==> src/hdl/cfg_loader_defs.svh <==
`ifndef CFG_LOADER_DEFS_SVH
`define CFG_LOADER_DEFS_SVH

// ************************************
// nonvolatile word addresses and bits
// ************************************
`define NVM_PIN_WORD 8'h10
`define NVM_SIZING_WORD 8'h12
`define W_P0_VAL 0
`define W_P1_VAL 1
`define W_COLD 2
`define W_DIS1000 3
`define W_GIG_DIS 4
`define W_WDG 5
`define W_P2_VAL 6
`define W_P3_VAL 7
`define W_P0_DIR 8
`define W_P1_DIR 9

// ************************************
// control register fields
// ************************************
`define C_P0_DATA 18
`define C_P1_DATA 19
`define C_COLD 20
`define C_WDE 21
`define C_P0_DIR 22
`define C_P1_DIR 23
`define CTRL_MASK 32'h00fc_0000
`define CTRL_RST 32'h0010_0000
`define X_P2_DATA 6
`define X_P3_DATA 7
`define X_P2_DIR 10
`define X_P3_DIR 11
`define EXT_MASK 32'h0000_0cc0
`define EXT_RST 32'h0000_0000

// ************************************
// register map and sub-fields
// ************************************
`define OFF_CTRL 8'h00
`define OFF_EXT 8'h04
`define OFF_NVRD 8'h08
`define OFF_NVWR 8'h0c
`define OFF_STAT 8'h10
`define F_START 0
`define F_REFUSED 1
`define F_DONE 4
`define F_ADDR 8
`define F_DATA 16
`define S_LOADED 0
`define S_GIG_DIS 1
`define S_DIS1000 2
`define S_WORD 16
`define RESP_OKAY 2'b00
`define RESP_DECERR 2'b11

`endif

==> src/hdl/cfg_loader_pkg.sv <==
`default_nettype none
package cfg_loader_pkg;
  typedef logic [7:0] nvm_addr_t;
  typedef logic [15:0] nvm_word_t;
  typedef enum logic [1:0] {LD_FETCH, LD_WAIT, LD_RUN} load_state_t;
  typedef enum logic [1:0] {SW_IDLE, SW_RD, SW_WR} sw_op_t;
endpackage
`default_nettype wire

==> src/hdl/nvm_word_port.sv <==
`default_nettype none
module nvm_word_port
(
  input wire logic aclk,
  input wire logic aresetn,
  input wire logic cmd_valid,
  input wire logic cmd_write,
  input wire cfg_loader_pkg::nvm_addr_t cmd_addr,
  input wire cfg_loader_pkg::nvm_word_t cmd_wdata,
  output logic cmd_ready,
  output logic done,
  output cfg_loader_pkg::nvm_word_t rdata,
  output logic nvm_req,
  output logic nvm_we,
  output cfg_loader_pkg::nvm_addr_t nvm_addr,
  output cfg_loader_pkg::nvm_word_t nvm_wdata,
  input wire logic nvm_ack,
  input wire cfg_loader_pkg::nvm_word_t nvm_rdata
);
  import cfg_loader_pkg::*;

  // request held until the memory acknowledges it
  always_ff @(posedge aclk) begin
    if (!aresetn) begin
      nvm_req <= 1'b0;
      nvm_we <= 1'b0;
      nvm_addr <= '0;
      nvm_wdata <= '0;
    end else if (cmd_valid && cmd_ready) begin
      nvm_req <= 1'b1;
      nvm_we <= cmd_write;
      nvm_addr <= cmd_addr;
      nvm_wdata <= cmd_wdata;
    end else if (nvm_req && nvm_ack) begin
      nvm_req <= 1'b0;
    end
  end

  // ready low from the command edge until the ack edge
  always_ff @(posedge aclk) begin
    if (!aresetn) begin
      cmd_ready <= 1'b1;
    end else if (cmd_valid && cmd_ready) begin
      cmd_ready <= 1'b0;
    end else if (nvm_req && nvm_ack) begin
      cmd_ready <= 1'b1;
    end
  end

  // one-cycle completion pulse; the word is captured only on read acks
  always_ff @(posedge aclk) begin
    if (!aresetn) begin
      done <= 1'b0;
      rdata <= '0;
    end else begin
      done <= nvm_req && nvm_ack;
      if (nvm_req && nvm_ack && !nvm_we) begin
        rdata <= nvm_rdata;
      end
    end
  end
endmodule
`default_nettype wire

==> src/hdl/pin_init_config_loader.sv <==
// Our own choices: the AXI4-Lite register port and the placing of the registers.
`default_nettype none
`include "cfg_loader_defs.svh"
module pin_init_config_loader #(
  parameter int AXI_AW = 8,
  parameter int PINS = 4
) (
  input wire logic aclk,
  input wire logic aresetn,
  input wire logic [AXI_AW-1:0] s_axi_awaddr,
  input wire logic s_axi_awvalid,
  output logic s_axi_awready,
  input wire logic [31:0] s_axi_wdata,
  input wire logic [3:0] s_axi_wstrb,
  input wire logic s_axi_wvalid,
  output logic s_axi_wready,
  output logic [1:0] s_axi_bresp,
  output logic s_axi_bvalid,
  input wire logic s_axi_bready,
  input wire logic [AXI_AW-1:0] s_axi_araddr,
  input wire logic s_axi_arvalid,
  output logic s_axi_arready,
  output logic [31:0] s_axi_rdata,
  output logic [1:0] s_axi_rresp,
  output logic s_axi_rvalid,
  input wire logic s_axi_rready,
  input wire logic fw_auth_valid,
  input wire logic watchdog_timeout,
  input wire logic [PINS-1:0] pin_in,
  output logic [PINS-1:0] pin_out,
  output logic [PINS-1:0] pin_oe,
  output logic nvm_req,
  output logic nvm_we,
  output cfg_loader_pkg::nvm_addr_t nvm_addr,
  output cfg_loader_pkg::nvm_word_t nvm_wdata,
  input wire logic nvm_ack,
  input wire cfg_loader_pkg::nvm_word_t nvm_rdata
);
  import cfg_loader_pkg::*;

  // ************************************
  // elaboration checks
  // ************************************
  // the map needs five word slots; pin mapping is fixed at four
  if (AXI_AW < 5) begin : g_bad_aw
    $error("AXI_AW must be at least 5");
  end
  if (PINS != 4) begin : g_bad_pins
    $error("PINS must be 4");
  end

  // ************************************
  // declarations
  // ************************************
  load_state_t ld_q;
  sw_op_t sw_q;
  logic loaded_q;
  logic [31:0] ctrl_q;
  logic [31:0] ext_q;
  nvm_word_t word_q;
  nvm_word_t sw_rdata_q;
  logic sw_done_q;
  logic refused_q;
  logic aw_full_q;
  logic w_full_q;
  logic [AXI_AW-1:0] aw_addr_q;
  logic [31:0] w_data_q;
  logic [3:0] w_strb_q;
  logic [31:0] wmask;
  logic [31:0] wmerge_ctrl;
  logic [31:0] wmerge_ext;
  logic aw_hs;
  logic w_hs;
  logic ar_hs;
  logic wr_fire;
  logic aw_full_d;
  logic w_full_d;
  logic bvalid_d;
  logic rvalid_d;
  logic [7:0] wr_off;
  logic [7:0] rd_off;
  logic wr_ctrl;
  logic wr_ext;
  logic wr_nvrd;
  logic wr_nvwr;
  logic wr_known;
  logic rd_known;
  logic [31:0] rd_word;
  logic cmd_valid;
  logic cmd_write;
  nvm_addr_t cmd_addr;
  nvm_word_t cmd_wdata;
  logic cmd_ready;
  logic port_done;
  nvm_word_t port_rdata;
  logic sw_rd_go;
  logic sw_wr_go;
  logic sw_wr_bad;
  logic [PINS-1:0] pin_dir;
  logic [PINS-1:0] pin_data;

  // ************************************
  // nonvolatile memory port
  // ************************************
  nvm_word_port u_port (
    .aclk(aclk),
    .aresetn(aresetn),
    .cmd_valid(cmd_valid),
    .cmd_write(cmd_write),
    .cmd_addr(cmd_addr),
    .cmd_wdata(cmd_wdata),
    .cmd_ready(cmd_ready),
    .done(port_done),
    .rdata(port_rdata),
    .nvm_req(nvm_req),
    .nvm_we(nvm_we),
    .nvm_addr(nvm_addr),
    .nvm_wdata(nvm_wdata),
    .nvm_ack(nvm_ack),
    .nvm_rdata(nvm_rdata)
  );

  // ************************************
  // axi4-lite handshakes
  // ************************************
  // write fires only once address and data are both held
  always_comb begin
    aw_hs = s_axi_awvalid && s_axi_awready;
    w_hs = s_axi_wvalid && s_axi_wready;
    ar_hs = s_axi_arvalid && s_axi_arready;
    wr_fire = aw_full_q && w_full_q && !s_axi_bvalid;
    aw_full_d = aw_hs ? 1'b1 : (wr_fire ? 1'b0 : aw_full_q);
    w_full_d = w_hs ? 1'b1 : (wr_fire ? 1'b0 : w_full_q);
    bvalid_d = wr_fire ? 1'b1 : ((s_axi_bvalid && s_axi_bready) ? 1'b0 : s_axi_bvalid);
    rvalid_d = ar_hs ? 1'b1 : ((s_axi_rvalid && s_axi_rready) ? 1'b0 : s_axi_rvalid);
  end

  // address and data capture, either order
  always_ff @(posedge aclk) begin
    if (!aresetn) begin
      aw_full_q <= 1'b0;
      w_full_q <= 1'b0;
      aw_addr_q <= '0;
      w_data_q <= '0;
      w_strb_q <= '0;
    end else begin
      aw_full_q <= aw_full_d;
      w_full_q <= w_full_d;
      if (aw_hs) begin
        aw_addr_q <= s_axi_awaddr;
      end
      if (w_hs) begin
        w_data_q <= s_axi_wdata;
        w_strb_q <= s_axi_wstrb;
      end
    end
  end

  // ready flags registered; held low while a response is pending
  always_ff @(posedge aclk) begin
    if (!aresetn) begin
      s_axi_awready <= 1'b0;
      s_axi_wready <= 1'b0;
      s_axi_arready <= 1'b0;
      s_axi_bvalid <= 1'b0;
      s_axi_rvalid <= 1'b0;
    end else begin
      s_axi_awready <= !aw_full_d && !bvalid_d;
      s_axi_wready <= !w_full_d && !bvalid_d;
      s_axi_arready <= !rvalid_d;
      s_axi_bvalid <= bvalid_d;
      s_axi_rvalid <= rvalid_d;
    end
  end

  // ************************************
  // address decode
  // ************************************
  always_comb begin
    wr_off = 8'({aw_addr_q[AXI_AW-1:2], 2'b00});
    rd_off = 8'({s_axi_araddr[AXI_AW-1:2], 2'b00});
    wr_ctrl = wr_fire && (wr_off == `OFF_CTRL);
    wr_ext = wr_fire && (wr_off == `OFF_EXT);
    wr_nvrd = wr_fire && (wr_off == `OFF_NVRD);
    wr_nvwr = wr_fire && (wr_off == `OFF_NVWR);
    wr_known = wr_off inside {`OFF_CTRL, `OFF_EXT, `OFF_NVRD, `OFF_NVWR, `OFF_STAT};
    rd_known = rd_off inside {`OFF_CTRL, `OFF_EXT, `OFF_NVRD, `OFF_NVWR, `OFF_STAT};
    wmask = {{8{w_strb_q[3]}}, {8{w_strb_q[2]}}, {8{w_strb_q[1]}}, {8{w_strb_q[0]}}};
    wmerge_ctrl = ((ctrl_q & ~wmask) | (w_data_q & wmask)) & `CTRL_MASK;
    wmerge_ext = ((ext_q & ~wmask) | (w_data_q & wmask)) & `EXT_MASK;
  end

  // write response; unmapped offsets answer decode error
  always_ff @(posedge aclk) begin
    if (!aresetn) begin
      s_axi_bresp <= `RESP_OKAY;
    end else if (wr_fire) begin
      s_axi_bresp <= wr_known ? `RESP_OKAY : `RESP_DECERR;
    end
  end

  // read mux; soft flags shown but never acted on
  always_comb begin
    rd_word = '0;
    unique case (rd_off)
      `OFF_CTRL: rd_word = ctrl_q;
      `OFF_EXT: rd_word = ext_q;
      `OFF_NVRD: begin
        rd_word[`F_DONE] = sw_done_q;
        rd_word[`F_DATA +: 16] = sw_rdata_q;
      end
      `OFF_NVWR: rd_word[`F_REFUSED] = refused_q;
      `OFF_STAT: begin
        rd_word[`S_LOADED] = loaded_q;
        rd_word[`S_GIG_DIS] = word_q[`W_GIG_DIS];
        rd_word[`S_DIS1000] = word_q[`W_DIS1000];
        rd_word[`S_WORD +: 16] = word_q; // whole word; policy is software's
      end
      default: rd_word = '0;
    endcase
  end

  // read data registered with the handshake, one cycle latency
  always_ff @(posedge aclk) begin
    if (!aresetn) begin
      s_axi_rdata <= '0;
      s_axi_rresp <= `RESP_OKAY;
    end else if (ar_hs) begin
      s_axi_rdata <= rd_word;
      s_axi_rresp <= rd_known ? `RESP_OKAY : `RESP_DECERR;
    end
  end

  // ************************************
  // power-up load sequence
  // ************************************
  // one fetch of the pin word, then the port serves software
  always_ff @(posedge aclk) begin
    if (!aresetn) begin
      ld_q <= LD_FETCH;
      loaded_q <= 1'b0;
      word_q <= '0;
    end else begin
      unique case (ld_q)
        LD_FETCH: begin
          if (cmd_ready) begin
            ld_q <= LD_WAIT;
          end
        end
        LD_WAIT: begin
          if (port_done) begin
            ld_q <= LD_RUN;
            loaded_q <= 1'b1;
            word_q <= port_rdata;
          end
        end
        LD_RUN: ld_q <= LD_RUN;
      endcase
    end
  end

  // ************************************
  // software access to the memory
  // ************************************
  // sizing word writes only pass with firmware authentication
  always_comb begin
    sw_rd_go = wr_nvrd && w_data_q[`F_START] && loaded_q && sw_q == SW_IDLE && cmd_ready;
    sw_wr_go = wr_nvwr && w_data_q[`F_START] && loaded_q && sw_q == SW_IDLE && cmd_ready;
    sw_wr_bad = sw_wr_go && (w_data_q[`F_ADDR +: 8] == `NVM_SIZING_WORD) && !fw_auth_valid;
  end

  // command steering: load fetch first, software afterwards
  always_comb begin
    cmd_valid = 1'b0;
    cmd_write = 1'b0;
    cmd_addr = `NVM_PIN_WORD;
    cmd_wdata = '0;
    if (ld_q == LD_FETCH) begin
      cmd_valid = 1'b1;
    end else if (sw_rd_go) begin
      cmd_valid = 1'b1;
      cmd_addr = w_data_q[`F_ADDR +: 8];
    end else if (sw_wr_go && !sw_wr_bad) begin
      cmd_valid = 1'b1;
      cmd_write = 1'b1;
      cmd_addr = w_data_q[`F_ADDR +: 8];
      cmd_wdata = w_data_q[`F_DATA +: 16];
    end
  end

  // software operation tracking and read result
  always_ff @(posedge aclk) begin
    if (!aresetn) begin
      sw_q <= SW_IDLE;
      sw_done_q <= 1'b0;
      sw_rdata_q <= '0;
    end else begin
      unique case (sw_q)
        SW_IDLE: begin
          if (sw_rd_go) begin
            sw_q <= SW_RD;
            sw_done_q <= 1'b0;
          end else if (sw_wr_go && !sw_wr_bad) begin
            sw_q <= SW_WR;
          end
        end
        SW_RD: begin
          if (port_done) begin
            sw_q <= SW_IDLE;
            sw_done_q <= 1'b1;
            sw_rdata_q <= port_rdata;
          end
        end
        SW_WR: begin
          if (port_done) begin
            sw_q <= SW_IDLE;
          end
        end
        default: sw_q <= SW_IDLE;
      endcase
    end
  end

  // refused flag: write one clears, a new refusal wins
  always_ff @(posedge aclk) begin
    if (!aresetn) begin
      refused_q <= 1'b0;
    end else if (sw_wr_bad) begin
      refused_q <= 1'b1;
    end else if (wr_nvwr && w_data_q[`F_REFUSED] && w_strb_q[0]) begin
      refused_q <= 1'b0;
    end
  end

  // ************************************
  // control registers
  // ************************************
  // loaded presets land once; software writes before the load are dropped
  always_ff @(posedge aclk) begin
    if (!aresetn) begin
      ctrl_q <= `CTRL_RST;
    end else if (ld_q == LD_WAIT && port_done) begin
      ctrl_q <= `CTRL_RST;
      ctrl_q[`C_P0_DATA] <= port_rdata[`W_P0_VAL];
      ctrl_q[`C_P1_DATA] <= port_rdata[`W_P1_VAL];
      ctrl_q[`C_COLD] <= port_rdata[`W_COLD];
      ctrl_q[`C_WDE] <= port_rdata[`W_WDG];
      ctrl_q[`C_P0_DIR] <= port_rdata[`W_P0_DIR];
      ctrl_q[`C_P1_DIR] <= port_rdata[`W_P1_DIR];
    end else if (wr_ctrl && loaded_q) begin
      ctrl_q <= wmerge_ctrl;
    end
  end

  // extended control: pin 2 and 3 data from the word
  always_ff @(posedge aclk) begin
    if (!aresetn) begin
      ext_q <= `EXT_RST;
    end else if (ld_q == LD_WAIT && port_done) begin
      ext_q <= `EXT_RST;
      ext_q[`X_P2_DATA] <= port_rdata[`W_P2_VAL];
      ext_q[`X_P3_DATA] <= port_rdata[`W_P3_VAL];
    end else if (wr_ext && loaded_q) begin
      ext_q <= wmerge_ext;
    end
  end

  // ************************************
  // software defined pins
  // ************************************
  // gather per-pin direction and level from the two registers
  always_comb begin
    pin_dir = {ext_q[`X_P3_DIR], ext_q[`X_P2_DIR], ctrl_q[`C_P1_DIR], ctrl_q[`C_P0_DIR]};
    pin_data = {ext_q[`X_P3_DATA], ext_q[`X_P2_DATA], ctrl_q[`C_P1_DATA], ctrl_q[`C_P0_DATA]};
  end

  // drivers stay off until loaded, so no default level ever escapes
  for (genvar i = 0; i < PINS; i++) begin : g_pin
    always_ff @(posedge aclk) begin
      if (!aresetn) begin
        pin_out[i] <= 1'b0;
        pin_oe[i] <= 1'b0;
      end else if (!loaded_q) begin
        pin_out[i] <= 1'b0;
        pin_oe[i] <= 1'b0;
      end else if (i == 0 && ctrl_q[`C_WDE]) begin
        pin_out[i] <= watchdog_timeout;
        pin_oe[i] <= 1'b1;
      end else begin
        pin_out[i] <= pin_data[i];
        pin_oe[i] <= pin_dir[i];
      end
    end
  end

  // pin inputs are sampled by other logic; this block only drives
  logic unused_pins;
  assign unused_pins = ^pin_in;
endmodule
`default_nettype wire

==> config.mk <==
export PLATFORM = sky130hd
export DESIGN_NAME = pin_init_config_loader
export DESIGN_NICKNAME = d
export VERILOG_FILES = /design/src/hdl/cfg_loader_pkg.sv /design/src/hdl/nvm_word_port.sv /design/src/hdl/pin_init_config_loader.sv
export VERILOG_INCLUDE_DIRS = /design/src /design/src/hdl
export SDC_FILE = /design/constraint.sdc
export NUM_CORES = 1
export LEC_CHECK = 0
export ABC_AREA = 1
export BUFFER_PORTS_ARGS = -buffer_cell sky130_fd_sc_hd__clkbuf_2
export CAP_MARGIN = 0
export CORE_MARGIN = 2
export CORE_UTILIZATION = 53
export DETAILED_ROUTE_END_ITERATION = 8
export PLACE_DENSITY = 0.88
export SLEW_MARGIN = 20
export SYNTH_ARGS = -nofsm -noshare
export SYNTH_HDL_FRONTEND = slang
export SYNTH_SLANG_ARGS = --single-unit
==> constraint.sdc <==
create_clock -name aclk -period 2.05 [get_ports aclk]
set_input_delay 0.1025 -clock aclk [delete_from_list [all_inputs] [get_ports aclk]]
set_output_delay 0.1025 -clock aclk [all_outputs]
set_load 0.01 [all_outputs]
==> impl_metrics.json <==
{
  "status": "complete, no violations",
  "setup_viol": 0,
  "ys.warnings.count": 0,
  "routed_wl_mm": 19.7,
  "synth-xor-area-share_pct": 0,
  "place_inst": 1094,
  "antenna_found_initial": 0,
  "synth-simple-area-share_pct": 21.2,
  "hold_viol": 0,
  "required_ns": 2.40,
  "cts_sinks": 171,
  "grt_use_met3_pct": 6.06,
  "via_count": 6676,
  "drc": 0,
  "wl_per_cell_um": 16.7,
  "holdPathEnd": "w_data_q[23]$_SDFFE_PN0P_",
  "arrival_ns": 2.27,
  "power_density_nw_per_um2": 983,
  "drtPass1Iterations": 6,
  "initial_core_util_pct": 54.5,
  "fin_crit_ns": 1.92,
  "die_h_um": 115,
  "avgSynthCellArea_um2": 7.75,
  "cp_max_fo": 26,
  "critical_path_class": "reg2reg",
  "ys_types": 37,
  "drtAntennaViolNets": 0,
  "reg2reg_to": "u_port.nvm_wdata[9]$_SDFFE_PN0P_",
  "placed_cell_area_um2": 7270,
  "fillers": 808,
  "cp-end-kind": "register",
  "synthAdderAreaFrac_pct": 0.765,
  "grt_max_degree": 63,
  "grt_pass1_wl_mm": 31.0,
  "r2r_slack_ns": 0.13,
  "grt_usage_pct": 29.8,
  "crit_path_max_incr_delay_ns": 0.41,
  "synth_compound_area_share_pct": 17.0,
  "portBuffers": 135,
  "rsz0062_at_grt": "false",
  "finalNonFillerCells": 1182,
  "gp_congestion": 0.889,
  "core-area_um2": 12000,
  "start_kind": "register",
  "boundaryPins": 157,
  "vias_per_cell": 5.65,
  "drive_gt1_share_pct": 18.9,
  "reg2reg_from": "w_data_q[12]$_SDFFE_PN0P_",
  "synth_top_family_by_area": "simple AND/OR/NAND/NOR gates",
  "numCtsBuffers": 17,
  "area.growth.synth_to_final_pct": 29.4,
  "overflow": 0,
  "finish.instance_area_um2": 8470,
  "diodes": 0,
  "cts_tree": "built",
  "ctsLongestPathBuffers": 2,
  "worst_pin_slew_ns": 0.664,
  "synthCells": 844,
  "syn_area_um2": 6550,
  "drt_iter0_drc": 751,
  "die_width_um": 115,
  "worstHoldStart": "s_axi_wdata[23]",
  "period_share_pct": 93.8,
  "max_freq_ghz": 0.520,
  "crit_top_cell": "nand2_1",
  "postLayoutCoreUtil_pct": 70.5,
  "synth-seq-cells": 171,
  "hpwl_mm": 11.1,
  "ff2ff_path_depth": 8,
  "cts.root.buffer_cell": "clkbuf_16",
  "placementRows": 40,
  "slowest_stage": "dfxtp_1",
  "power.leakage_nw": 3.60,
  "fin_skew_ns": 0.0102,
  "fin_nets": 1109,
  "maxCapViolations": 0,
  "grt_pass1_vias": 6354,
  "synth.area.mux_share_pct": 0,
  "grt_most_used_layer": "met2",
  "design.die.area_um2": 13300,
  "seq_area_frac_synth_pct": 52.3,
  "hold_path.class": "in2reg",
  "peakVddDrop_v": 0.000698,
  "cts-htree-levels": 4,
  "path_cells": "nand2_1 > nor2_1 > nand3_1 > nand3_4 > nand3_2 > nand2_4 > nand2_1 > a21oi_1",
  "setup-tns-final_ns": 0,
  "worstSkewPairLatency_ns": 0.43,
  "slew_violations": 0,
  "path_clk_slew_ns": 0.07,
  "grtUsageMet1_pct": 36.6,
  "use_met2_pct": 49.9,
  "hold_depth": 3,
  "slew_headroom_pct": 55.6
}
Yosys cell counts, drive strengths merged:
master   count  area (um2)
o21ai       97         485
clkinv       3        16.3
nand2      140         548
o22ai       12        75.1
dfxtp      171        3420
o31ai        1        7.51
nor3         5        36.3
inv         77         289
nand3       48         270
conb         1        3.75
nand3b       1        7.51
clkbuf      30         113
o2111ai      1        8.76
nor2       124         483
ha           4        50.1
buf         21         146
a21oi       93         469
a22oi        2        15.0
o311ai       3        26.3
o221ai       1        8.76
nand4        5        37.5
a31oi        3        18.8
or2          1        6.26
through the flow:
step                setup slack [ns]  power (mW)  hold slack [ns]
global placement               0.420        4.72            0.327
finish                         0.128        8.33          0.00708
global route                  0.0807        8.59           0.0439
detailed placement             0.348        4.75            0.333
floorplan                      0.593        4.49            0.237
CTS                            0.246        8.17          0.00207
repair_timing:
action	CTS	global route
hold buffers	55	0
resized for setup	0	1
endpoints found under the hold margin	57	0
endpoints found under the setup margin	0	1
setup buffers	0	2
cell families (layout without fill, tap and decap cells):
group,Yosys count,in the layout
other,1,8
AO/OA/AOI/OAI,213,213
AND/OR/NAND/NOR,324,324
flip-flops,171,171
buffers and inverters,131,315
adder cells (fa/ha/maj),4,4
how the worst max path moves through the flow:
stage | from | endpoint
2_1_floorplan | s_axi_bvalid$_SDFF_PN0_ | u_port.nvm_we$_SDFFE_PN0P_
3_3_place_gp | sw_q[0]$_SDFFE_PN0P_ | u_port.nvm_wdata[10]$_SDFFE_PN0P_
3_5_place_dp | sw_q[0]$_SDFFE_PN0P_ | u_port.nvm_wdata[7]$_SDFFE_PN0P_
4_1_cts | sw_q[0]$_SDFFE_PN0P_ | u_port.nvm_wdata[8]$_SDFFE_PN0P_
5_1_grt | w_data_q[11]$_SDFFE_PN0P_ | u_port.nvm_wdata[9]$_SDFFE_PN0P_
6_report | w_data_q[12]$_SDFFE_PN0P_ | u_port.nvm_wdata[9]$_SDFFE_PN0P_
layout by cell type, fill, tap and decap left out, types with 17 or more instances in the layout:
cell and n:
nand3_1 45, dfxtp_1 171, dlygate4sd3_1 55, clkbuf_16 17, a21oi_1 91, clkbuf_2 135, inv_1 76, o21ai_0 96
nor2_1 121, nand2_1 135
where the power goes:
part	leakage (nW)	switching (mW)	internal [mW]	total (mW)
registers	1.39	0.160	3.52	3.68
clock network	0.302	1.31	2.10	3.41
logic	1.91	0.831	0.411	1.24
routing by layer:
metal,vias up,routed length [um]
met1,2993,7550
met2,471,9400
li1,3096,-
met5,-,0
met3,116,1750
met4,0,1030
worst max-delay path, delay by kind of cell, from the launching register on:
family | cells | cell delay, ns
AO/OA/AOI/OAI | 1 | 0.19
flip-flops | 1 | 0.41
AND/OR/NAND/NOR | 7 | 1.23
area by class of cell:
cell class | count | area (um2) | share of cell area [%]
clock buffers | 20 | 457 | 5.39
flip-flops and latches | 171 | 3420 | 40.4
multi-input cells | 549 | 2590 | 30.6
repair buffers | 204 | 1340 | 15.9
clock inverters | 11 | 168 | 1.98
well taps | 147 | 184 | 2.17
inverters | 80 | 305 | 3.61
registers in the layout (all words and copies together) (netlist names), 2 cells and up, named ones only:
signal	cells
ld_q	2
s_axi_rdata	24
u_port.nvm_addr	8
w_data_q	28
aw_addr_q	6
sw_q	2
u_port.rdata	16
pin_oe	4
w_strb_q	3
u_port.nvm_wdata	16
sw_rdata_q	16
word_q	16
pin_out	4
No activity file was read; power rests on OpenSTA's default activity.
